[src/core/mfidec_pkg.sv]
// package for the multi-function input decoder: register map, resets, codes
// assumes a 50 MHz system clock and a 32-bit AXI4-Lite register port
package mfidec_pkg;
   // register byte offsets (one aligned word each)
   localparam logic [7:0] OFS_FSEL0     = 8'h00; // terminal1..8 at +4 steps
   localparam logic [7:0] OFS_CTRL      = 8'h20; // mode and source settings
   localparam logic [7:0] OFS_LIMITS    = 8'h24; // upper [15:0], lower [31:16]
   localparam logic [7:0] OFS_ANALOG    = 8'h28; // analog lower value [15:0]
   localparam logic [7:0] OFS_STEP      = 8'h2c; // up/down step [15:0]
   localparam logic [7:0] OFS_STATUS    = 8'h30; // block state, read only
   localparam logic [7:0] OFS_UPDN      = 8'h34; // up/down frequency, ro
   localparam logic [7:0] OFS_PRESET0   = 8'h40; // presets 0..15, jog at 16
   localparam int         NUM_TERM      = 8;
   localparam int         NUM_PRESET    = 17;
   localparam int         JOG_IDX       = 16;
   // ctrl field positions
   localparam int CTRL_PWRUP_ACCEPT = 0;
   localparam int CTRL_HOLD_EN      = 1;
   localparam int CTRL_ANALOG_SEL2  = 2;
   localparam int CTRL_KEY_LOCAL    = 3;
   localparam int CTRL_FSRC1_LSB    = 8;  // freq_source_sel_one [11:8]
   localparam int CTRL_FSRC2_LSB    = 12; // freq_source_sel_two [15:12]
   localparam int CTRL_RSRC1_LSB    = 16; // run_source_sel_one [19:16]
   localparam int CTRL_RSRC2_LSB    = 20; // run_source_sel_two [23:20]
   // reset values
   localparam logic [7:0] FSEL_RST [NUM_TERM] =
      '{8'h00, 8'h01, 8'h17, 8'h27, 8'h05, 8'h06, 8'h09, 8'h13};
   localparam logic [31:0] CTRL_RST   = 32'h0000_0000;
   localparam logic [31:0] LIMIT_RST  = 32'h0000_ffff;
   localparam logic [15:0] STEP_RST   = 16'h0001;
   // function codes
   localparam logic [7:0] FN_MAX      = 8'h49; // 73
   localparam logic [7:0] FN_3WIRE    = 8'h02;
   localparam logic [7:0] FN_LOCREM   = 8'h03;
   localparam logic [7:0] FN_SRCSEL   = 8'h04;
   localparam logic [7:0] FN_STEP1    = 8'h05;
   localparam logic [7:0] FN_JOG      = 8'h09;
   localparam logic [7:0] FN_UP       = 8'h0a;
   localparam logic [7:0] FN_DOWN     = 8'h0b;
   localparam logic [3:0] FSRC_UPDN   = 4'h2;
   // timing
   localparam int CLK_HZ       = 50_000_000;
   localparam int RUN_MIN_US   = 2000; // run contact held more than 2 ms
   localparam int RUN_CYC      = RUN_MIN_US * (CLK_HZ / 1_000_000);
   localparam int TICK_US      = 10000; // up/down step interval
   localparam int TICK_CYC_DEF = TICK_US * (CLK_HZ / 1_000_000);
   localparam int FLASH_TICKS  = 16;   // indicator half period, in ticks
   // three-wire sequencing states
   typedef enum logic [1:0] {
      SEQ_STOP  = 2'b00,
      SEQ_ARMED = 2'b01,
      SEQ_RUN   = 2'b11
   } mfidec_seq_t;
endpackage

[src/core/mfidec_top.sv]
// multi-function digital input decoder with AXI4-Lite register port
// assumes raw contact inputs asynchronous to clk_sys; one clock domain
// Operation
// - eight terminals, each coded 0 to 73
// - reset codes 0,1,23,39,5,6,9,19
// - code 2 makes terminals one/two run/stop
// - three-wire run after more than 2 ms
// - stop terminal open stops immediately
// - direction open forward, closed reverse
// - run at power-up rejected; accept bit seen only at its reset value 0
// - code 3 closed means local keypad
// - remote uses set one without code 4
// - keypad key ignored when a terminal has code 3; local indicator lit
// - local/remote change deferred while running
// - code 4 picks source set, frozen running
// - codes 5-8 select sixteen presets
// - jog closed uses jog preset; ramps only stored
// - up/down needs 10, 11, source 2
// - up raises, down lowers, else hold
// - lone up or down raises alarm
// - hold off clears up/down at stop
// - hold on clears only on stopped press
// - clamp up/down between limits, analog min
module mfidec_top
   import mfidec_pkg::*;
#(
   parameter int RUN_CYCLES  = RUN_CYC,      // run qualify count
   parameter int TICK_CYCLES = TICK_CYC_DEF  // up/down step interval
) (
   // clock and reset
   input  wire logic        clk_sys,
   input  wire logic        nrst,
   // raw terminal contacts, 1 = closed
   input  wire logic [7:0]  term_in,
   // drive state
   input  wire logic        drive_running,
   input  wire logic        two_wire_run,
   // axi4-lite write address
   input  wire logic [7:0]  s_axi_awaddr,
   input  wire logic        s_axi_awvalid,
   output logic             s_axi_awready,
   // axi4-lite write data
   input  wire logic [31:0] s_axi_wdata,
   input  wire logic [3:0]  s_axi_wstrb,
   input  wire logic        s_axi_wvalid,
   output logic             s_axi_wready,
   // axi4-lite write response
   output logic [1:0]       s_axi_bresp,
   output logic             s_axi_bvalid,
   input  wire logic        s_axi_bready,
   // axi4-lite read
   input  wire logic [7:0]  s_axi_araddr,
   input  wire logic        s_axi_arvalid,
   output logic             s_axi_arready,
   output logic [31:0]      s_axi_rdata,
   output logic [1:0]       s_axi_rresp,
   output logic             s_axi_rvalid,
   input  wire logic        s_axi_rready,
   // drive commands
   output logic             run_cmd,
   output logic             reverse_cmd,
   output logic             local_mode,
   output logic             local_led,
   output logic             source_set_two,
   output logic [3:0]       freq_source_sel,
   output logic [3:0]       run_source_sel,
   output logic [15:0]      freq_cmd,
   output logic             jog_active,
   output logic             input_select_error_alarm,
   output logic             powerup_fault,
   output logic             fault_led_flash
);

   // masks the 8-bit wstrb-selected update of a word
   function automatic logic [31:0] merge(input logic [31:0] old,
                                         input logic [31:0] nw,
                                         input logic [3:0]  be);
      logic [31:0] r;
      r = old;
      for (int i = 0; i < 4; i++) begin
         if (be[i]) r[8*i +: 8] = nw[8*i +: 8];
      end
      return r;
   endfunction

   // 1 for each terminal holding a given code
   function automatic logic [7:0] hits(input logic [7:0] sel [NUM_TERM],
                                       input logic [7:0] code);
      logic [7:0] h;
      h = 8'h00;
      for (int i = 0; i < NUM_TERM; i++) h[i] = (sel[i] == code);
      return h;
   endfunction

   // -------- registers --------
   logic [7:0]  fsel_r   [NUM_TERM];    // function codes
   logic [15:0] preset_r [NUM_PRESET];  // presets and jog
   logic [31:0] ctrl_r;                 // mode settings
   logic [31:0] limits_r;               // upper/lower limit
   logic [15:0] analog_r;               // analog lower value
   logic [15:0] step_r;                 // up/down step size
   logic [31:0] jog_ramp_r;             // jog accel [15:0], decel [31:16]

   // -------- input synchroniser --------
   logic [7:0] sync1_r, sync2_r;        // sync1_r feeds sync2_r only
   always_ff @(posedge clk_sys or negedge nrst) begin
      if (!nrst) begin
         sync1_r <= 8'h00;
         sync2_r <= 8'h00;
      end else begin
         sync1_r <= term_in;
         sync2_r <= sync1_r;
      end
   end

   // -------- function decode --------
   wire [7:0] h_3w   = hits(fsel_r, FN_3WIRE) & 8'hfc;
   wire [7:0] h_lr   = hits(fsel_r, FN_LOCREM);
   wire [7:0] h_src  = hits(fsel_r, FN_SRCSEL);
   wire [7:0] h_jog  = hits(fsel_r, FN_JOG);
   wire [7:0] h_up   = hits(fsel_r, FN_UP);
   wire [7:0] h_dn   = hits(fsel_r, FN_DOWN);
   wire       three_wire = |h_3w;
   wire       run_in  = sync2_r[0];
   wire       stop_in = sync2_r[1];                           // 1 = closed
   wire       dir_in  = |(h_3w & sync2_r);
   wire       lr_in   = |(h_lr & sync2_r);
   wire       src_in  = |(h_src & sync2_r);
   wire       jog_in  = |(h_jog & sync2_r);
   wire       up_in   = |(h_up & sync2_r);
   wire       dn_in   = |(h_dn & sync2_r);
   wire       up_asg  = |h_up;
   wire       dn_asg  = |h_dn;
   wire       pair_err = up_asg ^ dn_asg;

   // multi-step index, unassigned step reads zero
   logic [3:0] step_idx;
   always_comb begin
      step_idx = 4'h0;
      for (int b = 0; b < 4; b++) begin
         step_idx[b] = |(hits(fsel_r, FN_STEP1 + 8'(b)) & sync2_r);
      end
   end

   // -------- three-wire sequencing --------
   mfidec_seq_t seq_r, seq_nxt;
   logic [31:0] run_cnt_r;              // run closed duration
   logic        first_r;                // first cycle after reset
   logic        pu_block_r;             // power-up run being ignored
   logic [31:0] blink_cnt_r;            // flash timer, slow enough to see
   wire         run_req = three_wire ? (seq_r == SEQ_RUN) : two_wire_run;

   always_comb begin
      seq_nxt = seq_r;
      case (seq_r)
         SEQ_STOP:  if (run_in && stop_in) seq_nxt = SEQ_ARMED;
         SEQ_ARMED: begin
            if (!stop_in || !run_in) seq_nxt = SEQ_STOP;
            else if (run_cnt_r >= 32'(RUN_CYCLES)) seq_nxt = SEQ_RUN;
         end
         SEQ_RUN:   if (!stop_in) seq_nxt = SEQ_STOP;
         default:   seq_nxt = SEQ_STOP;
      endcase
      if (!three_wire || pu_block_r) seq_nxt = SEQ_STOP;
   end

   // sequencer state and run-duration counter
   always_ff @(posedge clk_sys or negedge nrst) begin
      if (!nrst) begin
         seq_r     <= SEQ_STOP;
         run_cnt_r <= 32'h0;
      end else begin
         seq_r     <= seq_nxt;
         run_cnt_r <= (seq_r == SEQ_ARMED) ? run_cnt_r + 32'h1 : 32'h0;
      end
   end

   // power-up run check: a run present at the first look is blocked
   // until it is released; acceptance is read only in the first cycle, at its reset value 0
   wire pu_run_seen = three_wire ? run_in : two_wire_run;
   wire blink_wrap  = blink_cnt_r >= 32'(2 * FLASH_TICKS * TICK_CYCLES - 1);
   wire blink_on    = blink_cnt_r < 32'(FLASH_TICKS * TICK_CYCLES);
   always_ff @(posedge clk_sys or negedge nrst) begin
      if (!nrst) begin
         first_r     <= 1'b1;
         pu_block_r  <= 1'b0;
         blink_cnt_r <= 32'h0;
      end else begin
         first_r <= 1'b0;
         blink_cnt_r <= blink_wrap ? 32'h0 : blink_cnt_r + 32'h1;
         if (first_r)
            pu_block_r <= pu_run_seen && !ctrl_r[CTRL_PWRUP_ACCEPT];
         else if (!pu_run_seen)
            pu_block_r <= 1'b0;
      end
   end

   // -------- location and source --------
   logic loc_r, set2_r;
   wire  loc_want = (|h_lr) ? lr_in : ctrl_r[CTRL_KEY_LOCAL];
   wire  set2_want = (|h_src) & src_in;
   always_ff @(posedge clk_sys or negedge nrst) begin
      if (!nrst) begin
         loc_r  <= 1'b0;
         set2_r <= 1'b0;
      end else if (!drive_running) begin
         loc_r  <= loc_want;
         set2_r <= set2_want;
      end
   end
   wire [3:0] fsrc = set2_r ? ctrl_r[CTRL_FSRC2_LSB +: 4]
                            : ctrl_r[CTRL_FSRC1_LSB +: 4];
   wire [3:0] rsrc = set2_r ? ctrl_r[CTRL_RSRC2_LSB +: 4]
                            : ctrl_r[CTRL_RSRC1_LSB +: 4];

   // -------- up/down accumulator --------
   logic [15:0] updn_r;
   logic [31:0] tick_cnt_r;
   wire  updn_en = up_asg & dn_asg & (fsrc == FSRC_UPDN) & !loc_r;
   wire  tick    = (tick_cnt_r >= 32'(TICK_CYCLES - 1));
   wire  inc     = up_in & !dn_in;
   wire  dec     = dn_in & !up_in;
   wire [15:0] upper = limits_r[15:0];
   wire [15:0] lo_set = limits_r[31:16];
   wire [15:0] lower = (ctrl_r[CTRL_ANALOG_SEL2] && analog_r < lo_set) ?
                       analog_r : lo_set;
   wire [16:0] sum  = {1'b0, updn_r} + {1'b0, step_r};
   wire [15:0] diff = (updn_r > step_r) ? updn_r - step_r : 16'h0;
   logic [15:0] updn_nxt;
   always_comb begin
      updn_nxt = updn_r;
      if (!run_req && !ctrl_r[CTRL_HOLD_EN])
         updn_nxt = 16'h0;
      else if (!run_req && (up_in || dn_in))
         updn_nxt = 16'h0;
      else if (run_req && tick && inc)
         updn_nxt = sum[16] ? 16'hffff : sum[15:0];
      else if (run_req && tick && dec)
         updn_nxt = diff;
      if (run_req) begin
         if (updn_nxt > upper) updn_nxt = upper;
         if (updn_nxt < lower) updn_nxt = lower;
      end
   end
   // accumulator and its step timer
   always_ff @(posedge clk_sys or negedge nrst) begin
      if (!nrst) begin
         updn_r     <= 16'h0;
         tick_cnt_r <= 32'h0;
      end else begin
         updn_r     <= updn_en ? updn_nxt : 16'h0;
         tick_cnt_r <= (tick || !(inc || dec)) ? 32'h0 : tick_cnt_r + 32'h1;
      end
   end

   // -------- command outputs, registered except the source selects --------
   wire [15:0] freq_sel = jog_in  ? preset_r[JOG_IDX] :
                          updn_en ? updn_r : preset_r[step_idx];
   always_ff @(posedge clk_sys or negedge nrst) begin
      if (!nrst) begin
         run_cmd <= 1'b0; reverse_cmd <= 1'b0; freq_cmd <= 16'h0;
         jog_active <= 1'b0; input_select_error_alarm <= 1'b0;
         powerup_fault <= 1'b0; fault_led_flash <= 1'b0;
      end else begin
         run_cmd     <= run_req & !pu_block_r & !first_r;
         reverse_cmd <= three_wire & dir_in;
         freq_cmd    <= freq_sel;
         jog_active  <= jog_in;
         input_select_error_alarm <= pair_err;
         powerup_fault   <= pu_block_r;
         fault_led_flash <= pu_block_r & blink_on;
      end
   end
   assign local_mode      = loc_r;
   assign local_led       = loc_r;
   assign source_set_two  = set2_r;
   assign freq_source_sel = fsrc;
   assign run_source_sel  = rsrc;

   // -------- axi4-lite slave --------
   logic aw_held_r, w_held_r;
   logic [7:0]  awaddr_r;
   logic [31:0] wdata_r;
   logic [3:0]  wstrb_r;
   assign s_axi_awready = !aw_held_r && !s_axi_bvalid;
   assign s_axi_wready  = !w_held_r && !s_axi_bvalid;
   assign s_axi_arready = !s_axi_rvalid;
   wire do_wr = aw_held_r && w_held_r;
   wire [7:0]  wa = awaddr_r;
   wire        wa_fsel   = wa < OFS_CTRL;
   wire        wa_preset = wa >= OFS_PRESET0 && wa < OFS_PRESET0 + 8'h44;
   wire        wa_jogr   = wa == OFS_PRESET0 + 8'h44;
   wire [4:0]  widx      = 5'(wa[7:2]) - 5'(OFS_PRESET0[7:2]);
   wire [31:0] wv = merge(32'h0, wdata_r, wstrb_r);

   // write channel capture and register update
   always_ff @(posedge clk_sys or negedge nrst) begin
      if (!nrst) begin
         aw_held_r <= 1'b0; w_held_r <= 1'b0; s_axi_bvalid <= 1'b0;
         s_axi_bresp <= 2'b00; awaddr_r <= 8'h00; wdata_r <= 32'h0;
         wstrb_r <= 4'h0; ctrl_r <= CTRL_RST; limits_r <= LIMIT_RST;
         analog_r <= 16'h0; step_r <= STEP_RST; jog_ramp_r <= 32'h0;
         for (int i = 0; i < NUM_TERM; i++) fsel_r[i] <= FSEL_RST[i];
         for (int i = 0; i < NUM_PRESET; i++) preset_r[i] <= 16'h0;
      end else begin
         if (s_axi_awvalid && s_axi_awready) begin
            aw_held_r <= 1'b1; awaddr_r <= s_axi_awaddr;
         end
         if (s_axi_wvalid && s_axi_wready) begin
            w_held_r <= 1'b1; wdata_r <= s_axi_wdata; wstrb_r <= s_axi_wstrb;
         end
         if (s_axi_bvalid && s_axi_bready) s_axi_bvalid <= 1'b0;
         if (do_wr) begin
            aw_held_r <= 1'b0; w_held_r <= 1'b0; s_axi_bvalid <= 1'b1;
            s_axi_bresp <= 2'b00;
            if (wa_fsel) begin
               // out-of-range codes are refused, slverr
               if (wstrb_r[0] && wdata_r[7:0] <= FN_MAX)
                  fsel_r[wa[4:2]] <= wdata_r[7:0];
               else if (wstrb_r[0]) s_axi_bresp <= 2'b10;
            end else if (wa == OFS_CTRL)
               ctrl_r <= merge(ctrl_r, wdata_r, wstrb_r);
            else if (wa == OFS_LIMITS)
               limits_r <= merge(limits_r, wdata_r, wstrb_r);
            else if (wa == OFS_ANALOG) analog_r <= wv[15:0];
            else if (wa == OFS_STEP) step_r <= wv[15:0];
            else if (wa_preset) preset_r[widx] <= wv[15:0];
            else if (wa_jogr) jog_ramp_r <= merge(jog_ramp_r, wdata_r, wstrb_r);
            else s_axi_bresp <= 2'b10;
         end
      end
   end

   // read decode
   wire [7:0] ra = s_axi_araddr;
   wire [4:0] ridx = 5'(ra[7:2]) - 5'(OFS_PRESET0[7:2]);
   wire [31:0] status_w = {16'h0, step_idx, 1'b0, powerup_fault,
                           input_select_error_alarm, jog_active,
                           set2_r, loc_r, reverse_cmd, run_cmd,
                           sync2_r[7:4] & 4'hf};
   logic [31:0] rd;
   logic        rd_ok;
   always_comb begin
      rd_ok = 1'b1;
      rd    = 32'h0;
      if (ra < OFS_CTRL)        rd = {24'h0, fsel_r[ra[4:2]]};
      else if (ra == OFS_CTRL)  rd = ctrl_r;
      else if (ra == OFS_LIMITS) rd = limits_r;
      else if (ra == OFS_ANALOG) rd = {16'h0, analog_r};
      else if (ra == OFS_STEP)  rd = {16'h0, step_r};
      else if (ra == OFS_STATUS) rd = status_w;
      else if (ra == OFS_UPDN)  rd = {16'h0, updn_r};
      else if (ra >= OFS_PRESET0 && ra < OFS_PRESET0 + 8'h44)
         rd = {16'h0, preset_r[ridx]};
      else if (ra == OFS_PRESET0 + 8'h44) rd = jog_ramp_r;
      else rd_ok = 1'b0;
   end
   always_ff @(posedge clk_sys or negedge nrst) begin
      if (!nrst) begin
         s_axi_rvalid <= 1'b0; s_axi_rdata <= 32'h0; s_axi_rresp <= 2'b00;
      end else if (s_axi_arvalid && s_axi_arready) begin
         s_axi_rvalid <= 1'b1;
         s_axi_rdata  <= rd;
         s_axi_rresp  <= rd_ok ? 2'b00 : 2'b10;
      end else if (s_axi_rready) begin
         s_axi_rvalid <= 1'b0;
      end
   end

   // -------- assertions --------
   a_stop_immediate: assert property (@(posedge clk_sys) disable iff (!nrst)
      (seq_r == SEQ_RUN && !stop_in) |=> seq_r == SEQ_STOP)
      else $error("stop open did not stop");
   a_run_qualify: assert property (@(posedge clk_sys) disable iff (!nrst)
      $rose(seq_r == SEQ_RUN) |-> $past(run_cnt_r) >= 32'(RUN_CYCLES))
      else $error("run started before qualify time");
   a_loc_frozen: assert property (@(posedge clk_sys) disable iff (!nrst)
      $past(drive_running) |-> $stable(loc_r) && $stable(set2_r))
      else $error("location changed while running");
   a_pair_alarm: assert property (@(posedge clk_sys) disable iff (!nrst)
      (up_asg != dn_asg) |=> input_select_error_alarm)
      else $error("lone up/down not flagged");
   a_updn_clear: assert property (@(posedge clk_sys) disable iff (!nrst)
      (!run_req && !ctrl_r[CTRL_HOLD_EN]) |=> updn_r == 16'h0)
      else $error("up/down kept after stop");
   a_jog_freq: assert property (@(posedge clk_sys) disable iff (!nrst)
      jog_in |=> freq_cmd == $past(preset_r[JOG_IDX]))
      else $error("jog preset not used");
   a_dir_map: assert property (@(posedge clk_sys) disable iff (!nrst)
      three_wire |=> reverse_cmd == $past(dir_in))
      else $error("direction mismatch");
   a_pu_block: assert property (@(posedge clk_sys) disable iff (!nrst)
      (pu_block_r || first_r) |=> !run_cmd)
      else $error("power-up run not ignored");
endmodule

[config.mk]
export PLATFORM = sky130hd
export DESIGN_NAME = mfidec_top
export DESIGN_NICKNAME = d
export VERILOG_FILES = /design/src/core/mfidec_pkg.sv /design/src/core/mfidec_top.sv
export SDC_FILE = /design/constraint.sdc
export NUM_CORES = 2
export LEC_CHECK = 0
export BUFFER_PORTS_ARGS = -buffer_cell sky130_fd_sc_hd__buf_2
export CAP_MARGIN = 20
export CORE_ASPECT_RATIO = 1.4
export CORE_MARGIN = 2
export CORE_UTILIZATION = 40
export CTS_CLUSTER_SIZE = 14
export DETAILED_ROUTE_END_ITERATION = 12
export PLACE_DENSITY = 0.54
export SETUP_SLACK_MARGIN = 0.4
export SLEW_MARGIN = 0
export SYNTH_ARGS = -nofsm -noshare
export SYNTH_HDL_FRONTEND = slang
export SYNTH_SLANG_ARGS = --single-unit
[constraint.sdc]
create_clock -name clk_sys -period 18.6 [get_ports clk_sys]
set_input_delay 2.79 -clock clk_sys [delete_from_list [all_inputs] [get_ports clk_sys]]
set_output_delay 2.79 -clock clk_sys [all_outputs]
set_load 0.02 [all_outputs]
==> impl_metrics.ini <==
[detailed_routing]
ant_nets = 0
vias = 28400
firstDrtPassIters = 9
drc_errors = 0
wl_per_cell_um = 24.7
drt_iter0_drc = 2183
drt-vias-per-instance = 5.77
drt-total-wl_um = 121000

[synthesis]
ys_seq_area_frac = 0.471
ys_top_cells_by_area = dfrtp_1, mux2_2, mux4_2
yosys_most_used_dff = dfrtp_1
synth-seq-cells = 702
ys_async_sr_fraction = 1.00
yosysTopAreaCell = dfrtp_1
synth_common_cells = dfrtp_1, nand2_1, o21ai_0, mux2_2, nor2_1
syn_inst = 3595
synth_top_area_share = 0.446
ys_warn_count = 0
synth_most_common_cell = dfrtp_1
syn_avg_cell_area_sq_um = 10.4
yosys.cell_types.count = 94
syn_area_sq_um = 37400
synth_enable_flop_cells = 0

[grt]
overflow = 0
antenna_found_initial = 4
grt_pass1_wl_um = 186000
grt.total_usage = 0.254
grt_pass1_vias = 28500
grt_max_degree = 152

[die]
initial_core_util = 0.403
dieArea_sq_um = 95900
core_sq_um = 92700
fp-row-count = 132
ioPinCount = 143
dieHeight_um = 366
dieWidth_um = 262

[clocking]
ctsHoldBuffers = 0
cts.sinks = 702
cts_setup_buffers = 0
cts-resized-gates = 0
numCtsBuffers = 77
h-tree-depth = 3
clk_path_buf_depth = 3
clkTransAtPathRegs_ns = 0.06
clock_latency_ns = 0.67
cts_root_buffer = clkbuf_16
cts_tree = built

[worst_hold_path]
hp-class = flip-flop to flip-flop

[sta]
setup_viol_count_final = 0
fin_skew_ns = 0.0335
tightest_slew_ns = 1.17
fmax_mhz = 109
finalCritPeriodShare = 0.495
relSlewSlack = 0.213
setup_tns_ns = 0
drv_slew = 0
hold_viol_final = 0
min_period_ns = 9.21
rsz0062_at_grt = false

[power_and_ir_drop]
vdd_ir_drop_max_mv = 0.0613
p_leak_nw = 18.2
power_density_nw_per_um2 = 114

[finish]
fin_util = 0.451
syn2layout_area_growth_pct = 11.7
drive_gt1_frac = 0.209
nNetsFinal = 3814

[critical_path]
critPathMaxFanout = 17
end_kind = flip-flop
crit_type = primary input to flip-flop
cp.arrival_ns = 9.75
worst_setup_path_start_kind = primary input
crit_required_ns = 19.14

[place]
gp_congestion = 0.961
port_buffers = 140
hpwlAfterDp_um = 84400

[run]
max_cap_viol_count = 0

[status]
status = finished, final reports clean
[worst max-delay path, cell delays in order]
cell       delay (ns)
buf_2            0.11
and3_1           0.18
o21ai_2          0.54
a21oi_1          0.18
a221o_1          0.36
a211oi_2         0.28
ha_1             0.20
and4_1           0.23
nand2_1          0.10
a211oi_1         0.38
a211oi_1         0.12
a21oi_1          0.60
clkinv_1         0.79
mux2i_1          0.52
inv_1            0.09
ha_1             0.32
a21o_1           0.16
a21o_1           0.17
a21oi_1          0.22
nand2_1          0.12
a31oi_1          0.16
a2111oi_0        0.09
or2_2            0.34
o21a_1           0.27
mux2i_1          0.17
o221a_1          0.25
[routing by layer]
metal,GRT usage,up-vias,share of wire
met5,0,-,0.00011
met4,0.112,2,0.043
met3,0.0339,203,0.039
met2,0.448,693,0.51
met1,0.311,14300,0.41
li1,-,13100,-
[state kept, by name, indices dropped and copies added, names as in the netlist, 16 cells and up]
| signal | flops |
|---|---|
| run_cnt_r | 32 |
| fsel_r | 64 |
| limits_r | 32 |
| jog_ramp_r | 32 |
| freq_cmd | 16 |
| ctrl_r | 32 |
| tick_cnt_r | 32 |
| preset_r | 272 |
| step_r | 16 |
| analog_r | 16 |
| updn_r | 16 |
| blink_cnt_r | 32 |
| s_axi_rdata | 32 |
| wdata_r | 32 |
[layout by cell type (no fill, tap or decap), types with 88 or more instances in the layout]
cell type	netlist	final
dfrtp_1	666	666
mux4_2	96	96
mux2i_1	117	117
inv_1	95	95
nand2_1	514	513
o21ai_0	397	397
buf_2	25	137
mux2_2	267	267
nand3_1	89	88
nor2_1	201	201
[per-stage QoR]
stage                     instance area [sq um]  hold slack [ns]  cells  worst slack [ns]  total power, W
after floorplan                           37500            0.331   3618             10.54         0.00278
after global placement                    39300            0.331   4784              8.87         0.00325
after detailed placement                  39300            0.336   4784              8.73         0.00326
after CTS                                 41800            0.340   4916              9.41         0.00482
after global routing                      41800            0.340   4917              8.82         0.00503
final                                     41800            0.339   4917              9.39         0.00478
[path summary, 6_finish.rpt]
| path | from | to | slack, ns | cells after the start |
|---|---|---|---|---|
| max | two_wire_run | updn_r[13] | 9.39 | 26 |
| min | sync1_r[6] | sync2_r[6] | 0.34 | 0 |
| max reg2reg | fsel_r[4] | updn_r[13] | 9.46 | 34 |
| min reg2reg | sync1_r[6] | sync2_r[6] | 0.34 | 0 |
| max in group asynchronous | nrst | s_axi_bvalid | 13.42 | 4 |
| min in group asynchronous | nrst | wdata_r[15] | 2.15 | 1 |
[report_power, final]
part / internal (W) / leakage (nW) / switching [W]
logic: 0.000450 / 7.57 / 0.000738
clock network: 0.000886 / 1.23 / 0.000646
registers: 0.00179 / 9.45 / 0.000270
[final cells by class]
cell class / instances / area (sq um)
Fill cell: 8756 / 50900
Tap cell: 1206 / 1510
Clock buffer: 108 / 2220
Inverter: 96 / 360
Timing Repair Buffer: 207 / 1250
Antenna cell: 1 / 2.50
Sequential cell: 702 / 17600
Clock inverter: 24 / 262
Multi-Input combinational cell: 2573 / 18500
[logic make-up after synthesis]
logic type                 after synthesis  synth area share
and+or+nand+nor                       1082             0.134
AOI/OAI and AO/OA                      815             0.139
DFF                                    702             0.471
muxes                                  481             0.170
buffers and inverters                  343            0.0364
adders and majority gates               88            0.0299
xor gates and xnor gates                83            0.0194
other                                    1          0.000100
Power figures use the tool's default switching activity.
